**src/verilog/hpc_pkg.sv**
```systemverilog
// Shared constants and types for the host port control pins.
`default_nettype none
package hpc_pkg;
    localparam int CLK_HZ = 25000000;
    // Least controller reset pulse, in microseconds.
    localparam int RESET_MIN_US = 2000;
    localparam int RESET_MIN_CYC = (CLK_HZ / 1000000) * RESET_MIN_US;
    localparam int CNT_W = 17;
    // Reset recovery lengths, in cycles, for power-up and warm resets.
    localparam logic [CNT_W-1:0] COLD_RECOVERY_CYC = 17'h00400;
    localparam logic [CNT_W-1:0] WARM_RECOVERY_CYC = 17'h00010;
    // Default serial format forced by the baud default select pin.
    localparam logic [23:0] DEFAULT_BAUD = 24'h002580;
    localparam logic [3:0] DEFAULT_DATA_BITS = 4'h8;
    localparam logic [1:0] DEFAULT_PARITY = 2'h0;
    localparam logic [1:0] DEFAULT_STOP_BITS = 2'h1;
    typedef enum logic [1:0] {
        HPC_COLD = 2'b00,
        HPC_RUN = 2'b01,
        HPC_RESET = 2'b10,
        HPC_WARM = 2'b11
    } hpc_state_e;
    typedef enum logic [1:0] {
        HPC_H_IDLE = 2'b00,
        HPC_H_PULSE = 2'b01
    } hpc_hstate_e;
endpackage
`default_nettype wire

```
**src/verilog/hpc_if.sv**
```systemverilog
// Control pins between the transceiver and its host.
`default_nettype none
interface hpc_if;
    logic cts_n;
    logic rts_n;
    logic baud_default_select;
    logic nvm_write_permit;
    logic ctrl_reset;
    logic ctrl_reset_oe;
    logic ctrl_reset_dev;
    logic ctrl_reset_dev_oe;
    modport device (
        output cts_n,
        input rts_n,
        input baud_default_select,
        input nvm_write_permit,
        input ctrl_reset,
        output ctrl_reset_dev,
        output ctrl_reset_dev_oe
    );
    modport host (
        input cts_n,
        output rts_n,
        output baud_default_select,
        output nvm_write_permit,
        output ctrl_reset,
        output ctrl_reset_oe
    );
endinterface
`default_nettype wire

```
**src/verilog/hpc_device.sv**
```systemverilog
// Transceiver end of the host control pins.
//
// Contract
// - Clear-to-send low while transmit data accepted.
// - Select low forces 9600 baud, 8-N-1.
// - Host drives request-to-send low when ready.
// - Memory writes allowed only while permit low.
// - Host keeps permit high during power-up, reset.
// - Reset high at least 2ms resets device.
// - Warm reset completes much faster than cold.
// - Host holds reset low otherwise.
// - Device pulls unconnected reset input low.
// - Baud select sampled at reset release.
//
// Behaviour
// Each host pin passes two flops, so a pin change shows at the registered
// outputs three clock edges later.
// The asynchronous reset starts a cold recovery; a host reset pulse that
// meets the least width starts the much shorter warm recovery.
// The pulse is counted one synchronised sample at a time, the first high
// sample included, so a pulse of exactly the least width is accepted.
// Once the count is met the block enters reset while the pin is still
// high, and recovery starts when the pin falls.
// A shorter pulse is ignored while the block runs, but a shorter pulse
// during a recovery starts a cold recovery.
// The serial format is latched once, as recovery ends, and is held until
// the next reset.
// While in reset, clear-to-send stays high and memory writes are blocked.
// The block holds the reset pin low through a weak pull, so a pin left
// unconnected by the host never resets it.
// Recovery lengths are package constants chosen for this block.
`default_nettype none
module hpc_device (
    input wire logic clk_in,
    input wire logic arst_n_in,
    hpc_if.device pins,
    input wire logic tx_space_in,
    input wire logic nvm_write_req_in,
    input wire logic [23:0] nvm_baud_in,
    output logic nvm_write_out,
    output logic nvm_write_blocked_out,
    output logic host_ready_out,
    output logic in_reset_out,
    output logic [23:0] baud_out,
    output logic [3:0] data_bits_out,
    output logic [1:0] parity_out,
    output logic [1:0] stop_bits_out
);
    typedef struct packed {
        // Synchroniser stages, the older sample in bit 1.
        logic [1:0] rts_s;
        logic [1:0] bds_s;
        logic [1:0] wp_s;
        logic [1:0] rst_s;

        // Reset sequencing and pulse counting.
        hpc_pkg::hpc_state_e state;
        logic [hpc_pkg::CNT_W-1:0] cnt;

        // Registered pin and handshake outputs.
        logic cts_n;
        logic wr;
        logic blk;
        logic rdy;
        logic in_rst;
        logic pull_lo;
        logic pull_oe;

        // Serial format latched as recovery ends.
        logic [23:0] baud;
        logic [3:0] dbits;
        logic [1:0] par;
        logic [1:0] stop;
    } hpc_dev_s;

    hpc_dev_s r;
    hpc_dev_s next_r;
    logic pulse_ok;

    // The reset counter saturates once the least pulse is met.
    // It holds its count while the pin stays high past the least width.
    assign pulse_ok = r.cnt >= hpc_pkg::CNT_W'(hpc_pkg::RESET_MIN_CYC);

    always_comb begin
        next_r = r;

        // Two-flop synchronisers on every host pin.
        next_r.rts_s = {r.rts_s[0], pins.rts_n};
        next_r.bds_s = {r.bds_s[0], pins.baud_default_select};
        next_r.wp_s = {r.wp_s[0], pins.nvm_write_permit};
        next_r.rst_s = {r.rst_s[0], pins.ctrl_reset};

        // Handshake and memory write decisions on the synchronised pins.
        next_r.rdy = !r.rts_s[1] && !r.in_rst;
        next_r.cts_n = r.in_rst || !tx_space_in;
        next_r.wr = nvm_write_req_in && !r.wp_s[1] && !r.in_rst;
        next_r.blk = nvm_write_req_in && (r.wp_s[1] || r.in_rst);

        // The weak hold-low on the reset pin is registered like any output.
        next_r.pull_lo = 1'b0;
        next_r.pull_oe = 1'b1;

        case (r.state)
            hpc_pkg::HPC_COLD, hpc_pkg::HPC_WARM: begin
                next_r.in_rst = 1'b1;
                if (r.rst_s[1]) begin
                    // A pulse during recovery counts its first sample too.
                    next_r.state = hpc_pkg::HPC_RESET;
                    next_r.cnt = hpc_pkg::CNT_W'(1);
                end else if (r.cnt == '0) begin
                    // Sample the select pin as reset recovery ends.
                    next_r.state = hpc_pkg::HPC_RUN;
                    next_r.in_rst = 1'b0;
                    // Select low gives the fixed format, high the stored baud with the fixed 8-N-1 framing.
                    if (!r.bds_s[1]) begin
                        next_r.baud = hpc_pkg::DEFAULT_BAUD;
                        next_r.dbits = hpc_pkg::DEFAULT_DATA_BITS;
                        next_r.par = hpc_pkg::DEFAULT_PARITY;
                        next_r.stop = hpc_pkg::DEFAULT_STOP_BITS;
                    end else begin
                        next_r.baud = nvm_baud_in;
                        next_r.dbits = hpc_pkg::DEFAULT_DATA_BITS;
                        next_r.par = hpc_pkg::DEFAULT_PARITY;
                        next_r.stop = hpc_pkg::DEFAULT_STOP_BITS;
                    end
                end else begin
                    // Count the recovery down.
                    next_r.cnt = r.cnt - 1'b1;
                end
            end

            hpc_pkg::HPC_RUN: begin
                // The first high sample already counts toward the width.
                if (r.rst_s[1]) begin
                    next_r.state = hpc_pkg::HPC_RESET;
                    next_r.cnt = hpc_pkg::CNT_W'(1);
                end
            end

            hpc_pkg::HPC_RESET: begin
                // Count high samples until the least width is met.
                if (!pulse_ok) begin
                    next_r.cnt = r.cnt + 1'b1;
                end
                // Long enough: enter reset while the pin is still high.
                if (pulse_ok) begin
                    next_r.in_rst = 1'b1;
                end
                // The pin has fallen: choose what follows the pulse.
                if (!r.rst_s[1]) begin
                    if (pulse_ok) begin
                        next_r.state = hpc_pkg::HPC_WARM;
                        next_r.cnt = hpc_pkg::WARM_RECOVERY_CYC;
                    end else if (r.in_rst) begin
                        next_r.state = hpc_pkg::HPC_COLD;
                        next_r.cnt = hpc_pkg::COLD_RECOVERY_CYC;
                    end else begin
                        // A pulse shorter than the least width is ignored.
                        next_r.state = hpc_pkg::HPC_RUN;
                        next_r.cnt = '0;
                    end
                end
            end

            default: begin
                // An unused state code falls back to a cold recovery.
                next_r.state = hpc_pkg::HPC_COLD;
                next_r.cnt = hpc_pkg::COLD_RECOVERY_CYC;
            end
        endcase
    end

    always_ff @(posedge clk_in or negedge arst_n_in) begin
        if (!arst_n_in) begin
            r <= '0;
            // Synchronisers start at the idle level of their pins, so no
            // false pin change is seen after reset.
            r.rts_s <= 2'h3;
            r.bds_s <= 2'h3;
            r.wp_s <= 2'h3;
            r.state <= hpc_pkg::HPC_COLD;
            r.cnt <= hpc_pkg::COLD_RECOVERY_CYC;
            r.cts_n <= 1'b1;
            r.in_rst <= 1'b1;
            r.pull_oe <= 1'b1;
            r.dbits <= hpc_pkg::DEFAULT_DATA_BITS;
            r.stop <= hpc_pkg::DEFAULT_STOP_BITS;
        end else begin
            r <= next_r;
        end
    end


    // Every output below comes straight from a register.
    assign pins.cts_n = r.cts_n;
    // Weak hold-low of the reset pin; a host drive overrides it.
    assign pins.ctrl_reset_dev = r.pull_lo;
    assign pins.ctrl_reset_dev_oe = r.pull_oe;
    assign nvm_write_out = r.wr;
    assign nvm_write_blocked_out = r.blk;
    assign host_ready_out = r.rdy;
    assign in_reset_out = r.in_rst;
    assign baud_out = r.baud;
    assign data_bits_out = r.dbits;
    assign parity_out = r.par;
    assign stop_bits_out = r.stop;
endmodule
`default_nettype wire

```
**src/flat_wrapper.sv**
```systemverilog
// flat-port wrapper written by rule: the top's interface ports become plain ports
module hpc_device_flat 
  (clk_in, arst_n_in, tx_space_in, nvm_write_req_in, nvm_baud_in, nvm_write_out, nvm_write_blocked_out, host_ready_out, in_reset_out, baud_out, data_bits_out, parity_out, stop_bits_out, pins_cts_n, pins_rts_n, pins_baud_default_select, pins_nvm_write_permit, pins_ctrl_reset, pins_ctrl_reset_dev, pins_ctrl_reset_dev_oe);
  hpc_if pins_i ();
  input wire logic clk_in;
  input wire logic arst_n_in;
  input wire logic tx_space_in;
  input wire logic nvm_write_req_in;
  input wire logic [23:0] nvm_baud_in;
  output logic nvm_write_out;
  output logic nvm_write_blocked_out;
  output logic host_ready_out;
  output logic in_reset_out;
  output logic [23:0] baud_out;
  output logic [3:0] data_bits_out;
  output logic [1:0] parity_out;
  output logic [1:0] stop_bits_out;
  output wire logic [$bits(pins_i.cts_n)-1:0] pins_cts_n;
  input wire logic [$bits(pins_i.rts_n)-1:0] pins_rts_n;
  input wire logic [$bits(pins_i.baud_default_select)-1:0] pins_baud_default_select;
  input wire logic [$bits(pins_i.nvm_write_permit)-1:0] pins_nvm_write_permit;
  input wire logic [$bits(pins_i.ctrl_reset)-1:0] pins_ctrl_reset;
  output wire logic [$bits(pins_i.ctrl_reset_dev)-1:0] pins_ctrl_reset_dev;
  output wire logic [$bits(pins_i.ctrl_reset_dev_oe)-1:0] pins_ctrl_reset_dev_oe;
  assign pins_cts_n = pins_i.cts_n;
  assign pins_i.rts_n = pins_rts_n;
  assign pins_i.baud_default_select = pins_baud_default_select;
  assign pins_i.nvm_write_permit = pins_nvm_write_permit;
  assign pins_i.ctrl_reset = pins_ctrl_reset;
  assign pins_ctrl_reset_dev = pins_i.ctrl_reset_dev;
  assign pins_ctrl_reset_dev_oe = pins_i.ctrl_reset_dev_oe;
  hpc_device u_core (.clk_in(clk_in), .arst_n_in(arst_n_in), .pins(pins_i), .tx_space_in(tx_space_in), .nvm_write_req_in(nvm_write_req_in), .nvm_baud_in(nvm_baud_in), .nvm_write_out(nvm_write_out), .nvm_write_blocked_out(nvm_write_blocked_out), .host_ready_out(host_ready_out), .in_reset_out(in_reset_out), .baud_out(baud_out), .data_bits_out(data_bits_out), .parity_out(parity_out), .stop_bits_out(stop_bits_out));
endmodule
```
**config.mk**
```make
export PLATFORM = sky130hd
export DESIGN_NAME = hpc_device_flat
export DESIGN_NICKNAME = d
export VERILOG_FILES = /design/src/verilog/hpc_pkg.sv /design/src/verilog/hpc_if.sv /design/src/verilog/hpc_device.sv /design/src/flat_wrapper.sv
export SDC_FILE = /design/constraint.sdc
export NUM_CORES = 1
export LEC_CHECK = 0
export CAP_MARGIN = 20
export CORE_MARGIN = 2
export CORE_UTILIZATION = 65
export DETAILED_ROUTE_END_ITERATION = 12
export DONT_BUFFER_PORTS = 1
export PLACE_DENSITY = 0.8
export SETUP_SLACK_MARGIN = 0.2
export SLEW_MARGIN = 20
export SYNTH_ARGS = -nofsm -noshare
export SYNTH_HDL_FRONTEND = slang
export SYNTH_SLANG_ARGS = --single-unit
```
**constraint.sdc**
```tcl
create_clock -name clk_in -period 3.91 [get_ports clk_in]
set_clock_uncertainty 0.05 [all_clocks]
set_input_delay 0.5865 -clock clk_in [delete_from_list [all_inputs] [get_ports clk_in]]
set_output_delay 0.5865 -clock clk_in [all_outputs]
set_load 0.02 [all_outputs]
```
==> parameters.txt <==
Parameter                              Value

Outcome
  Run status    completed

Final layout
  Final layout net count    about 360
  Fraction of layout instances using a drive strength above 1    0.0795
  Count of placed standard cells in the final layout, fillers left out    a little under 400
  Signed area change from the synthesized netlist to the final layout    -3.85%
  Antenna diode count    0
  Post-route cell area    around 3100 um^2

Timing
  RSZ-0062 raised after global routing    no
  Final worst path period share    0.730
  Worst path setup slack after routing    around 1.1 ns
  Total setup violations reported at the end of the flow    0
  Period minus WS final    between 2 and 3 ns
  Fin. Hold Viols    0
  Upper clock frequency limit    approximately 350 MHz
  Smallest hold slack    0.0428 ns
  Final Max Tran Viols    0
  Rel. slew slack    0.501
  Total Negative Setup Slacks    0 ns
  Tightest Pin Transition    around 0.75 ns

Critical path
  Critical-path cell list    inv_1 -> ha_1 -> nor2b_1 -> nand2_1 -> nor3_2 -> buf_4 -> a311oi_2 -> a21oi_1 -> a31oi_1
  Slowest cell on crit path    sky130_fd_sc_hd__nor2b_1
  Class of the most critical setup path    flip-flop to flip-flop
  CP Data Arrival Time    ~3.0 ns
  Required time at the endpoint of the critical path    4.04 ns
  Crit path capture type    flip-flop
  CP Max Fanout    29
  Largest stage delay on the critical path    0.58 ns
  Startpoint kind of the worst setup timing path    flip-flop

Pwr
  Max rail drop VDD    about 340 uV
  Static leakage    between 1 and 1.5 nW
  Logic pwr share    0.382
  Register share of total power    0.478
  Sw frac    0.463
  Power spent charging and discharging nets    0.00105 W
  Pwr Density    about 740 nW/um^2
  Cell internal power dissipation    between 0.001 and 0.0015 W
  Clock power frac    0.140

Global route
  Largest net degree at the start of global routing    48
  Wire length of the first global-routing pass    approximately 10,000 um
  All-layer global routing usage    0.244
  Number of global-route vias before repair    approximately 2.2k
  Antenna violations before repair    0
  GR Overflow Total    0

Logic synthesis
  Most frequent cell after synthesis    sky130_fd_sc_hd__nand2_1
  Asr flop ratio synth    1.00
  Portion of synthesized cell area occupied by the leading cell type    0.369
  Cell types with the largest area share after synthesis    sky130_fd_sc_hd__dfrtp_1 (37%), sky130_fd_sc_hd__buf_4 (8.0%), sky130_fd_sc_hd__dfstp_2 (7.4%)
  Average cell area after synthesis    about 8.6 um^2
  Count of unique library cells instantiated by Yosys    50
  Most used standard cells in the synthesized netlist    sky130_fd_sc_hd__nand2_1 (53), sky130_fd_sc_hd__dfrtp_1 (47), sky130_fd_sc_hd__buf_4 (34)
  Synthesis-stage register bit count    56
  Sequential area share after synthesis    0.444
  Number of synthesized flops with an enable pin    0
  Yosys warnings    0
  Count of mapped cells out of synthesis    between 300 and 400
  Primary FF master, synth    sky130_fd_sc_hd__dfrtp_1
  Most area-hungry cell type in the Yosys netlist    sky130_fd_sc_hd__dfrtp_1
  Cell area after synthesis    ~3200 um^2

Clock tree
  Clk Tree Root Cell    sky130_fd_sc_hd__clkbuf_8
  Count of buffers added by post-CTS timing repair for setup    0
  Total clock buffers created by CTS    5
  Clock tree from TritonCTS    done
  CTS-repair resized insts    0
  Clk Latency, worst-skew pair    roughly 0.32 ns
  Reg clk slew, reported paths    around 0.10 ns
  Count of H-tree levels built during CTS    2
  Number of clock sinks    56
  Clock tree buffer depth    2
  Hold buffer count at cts    1

Place
  Post-placement worst setup slack    about 1.1 ns
  Cell area after placement    slightly below 3000 um^2
  Port-buffer cells    0
  # placed instances    between 300 and 400
  Detailed-placement wirelength estimate    between 4000 and 5000 um
  Routability-driven placement congestion ratio    around 0.9

Drt
  Total via count after detailed routing    ~2.5k
  Number of nets still failing antenna checks after routing    0
  Pre-antenna DRT Iters    4
  Detailed Route WL    around 6400 um
  DR WL/cell    around 16 um
  Number of vias per cell    ~6.2
  Drt drc    0
  Initial DRC Count    approximately 230

Die
  Core Area    between 4000 and 5000 um^2
  Starting density of the core    0.674
  FP Rows    25
  Number of I/O pins    71
  Die Y    approximately 74 um
  Area of the die    between 5000 and 6000 um^2
  X dimension of the die    between 70 and 80 um

Job
  Reported max-cap violation count    0

Worst hold path
  Worst hold-check path type    input port to async pin
worst paths after layout:
kind / slack (ns) / to / start / cells after the start
worst max-delay path: 1.06 / u_core.r[47] / u_core.r[56] / 9
worst min-delay path: 0.04 / u_core.r[63] / arst_n_in / 0
worst max register to register: 1.06 / u_core.r[47] / u_core.r[56] / 9
worst min register to register: 0.31 / u_core.r[59] / u_core.next_r[59] / 0
max in group asynchronous: 3.55 / u_core.r[52] / arst_n_in / 1
min in group clk_in: 0.20 / u_core.next_r[63] / pins_baud_default_select / 0
state kept, by name, indices dropped and copies added, names as in the netlist:
name	flops
u_core.nvm_write_out	1
u_core.pins.cts_n	1
u_core.nvm_write_blocked_out	1
u_core.host_ready_out	1
u_core.baud_out	24
u_core.in_reset_out	1
u_core.r	23
u_core.next_r	4
critical path, delay by kind of cell (launching register included):
kind	cells	cell delay [ns]
adders and majority gates	1	0.44
AOI/OAI and AO/OA	3	0.43
buffers and inverters	2	0.38
DFF	1	0.39
and+or+nand+nor	3	1.03
power groups by stage:
stage          logic (W)  clock network [W]  registers, W
6_report        0.000869           0.000318       0.00109
5_1_grt         0.000979           0.000355       0.00112
3_5_place_dp    0.000844                  0       0.00109
2_1_floorplan    0.00102                  0      0.000875
4_1_cts         0.000860           0.000329       0.00108
3_3_place_gp    0.000822                  0       0.00109
cells by family (layout without fill, tap and decap cells):
kind of cell               count (synthesis)  count (layout)  synth area share
xor gates and xnor gates                   2               2           0.00550
AOI/OAI and AO/OA                         88              88             0.179
and+or+nand+nor                          144             144             0.217
buffers and inverters                     72              21             0.129
adders and majority gates                  5               5            0.0197
other                                      2              10           0.00236
muxes                                      1               1           0.00314
DFF                                       56              56             0.444
layout by cell type (no fill, tap or decap), types with 4 or more instances in the layout:
| master | Yosys | layout |
|---|---|---|
| sky130_fd_sc_hd__nand4_1 | 6 | 6 |
| sky130_fd_sc_hd__nor3b_1 | 4 | 4 |
| sky130_fd_sc_hd__a21oi_1 | 18 | 18 |
| sky130_fd_sc_hd__nor3_1 | 8 | 7 |
| sky130_fd_sc_hd__conb_1 | 2 | 10 |
| sky130_fd_sc_hd__nand2_1 | 53 | 53 |
| sky130_fd_sc_hd__o21a_1 | 4 | 4 |
| sky130_fd_sc_hd__clkbuf_8 | 0 | 5 |
| sky130_fd_sc_hd__nor2_1 | 24 | 24 |
| sky130_fd_sc_hd__a31oi_1 | 13 | 13 |
| sky130_fd_sc_hd__inv_1 | 10 | 10 |
| sky130_fd_sc_hd__ha_1 | 5 | 5 |
| sky130_fd_sc_hd__nand3_1 | 24 | 24 |
| sky130_fd_sc_hd__dfstp_2 | 9 | 9 |
| sky130_fd_sc_hd__o21ai_0 | 24 | 24 |
| sky130_fd_sc_hd__o31ai_1 | 9 | 9 |
| sky130_fd_sc_hd__dfrtp_1 | 47 | 47 |
| sky130_fd_sc_hd__and3_1 | 5 | 5 |
| sky130_fd_sc_hd__o22ai_1 | 4 | 4 |
| sky130_fd_sc_hd__nor4_1 | 6 | 6 |
stage by stage:
stage / utilization / total power, W
2_1_floorplan: - / 0.00189
3_5_place_dp: 0.623 / 0.00194
4_1_cts: 0.648 / 0.00227
3_3_place_gp: 0.623 / 0.00191
6_report: 0.648 / 0.00227
5_1_grt: 0.648 / 0.00245
per-layer routing:
metal  GRT usage  routed length, um  vias to the layer above
met5           0                  0                        -
met4      0.0848                 75                        0
met3      0.0461                503                        7
met2       0.400               3020                       99
met1       0.327               2760                     1178
li1            -                  -                     1172
cell type report:
class                           count  area [um^2]
Sequential cell                    56         1410
Clock buffer                        5         68.8
Timing Repair Buffer                3         42.5
Multi-Input combinational cell    250         1390
Fill cell                         410         1660
Tap cell                           67         83.8
Clock inverter                      3         21.3
Inverter                           10         37.5
Note: power is estimated with default switching activity, not from simulation.
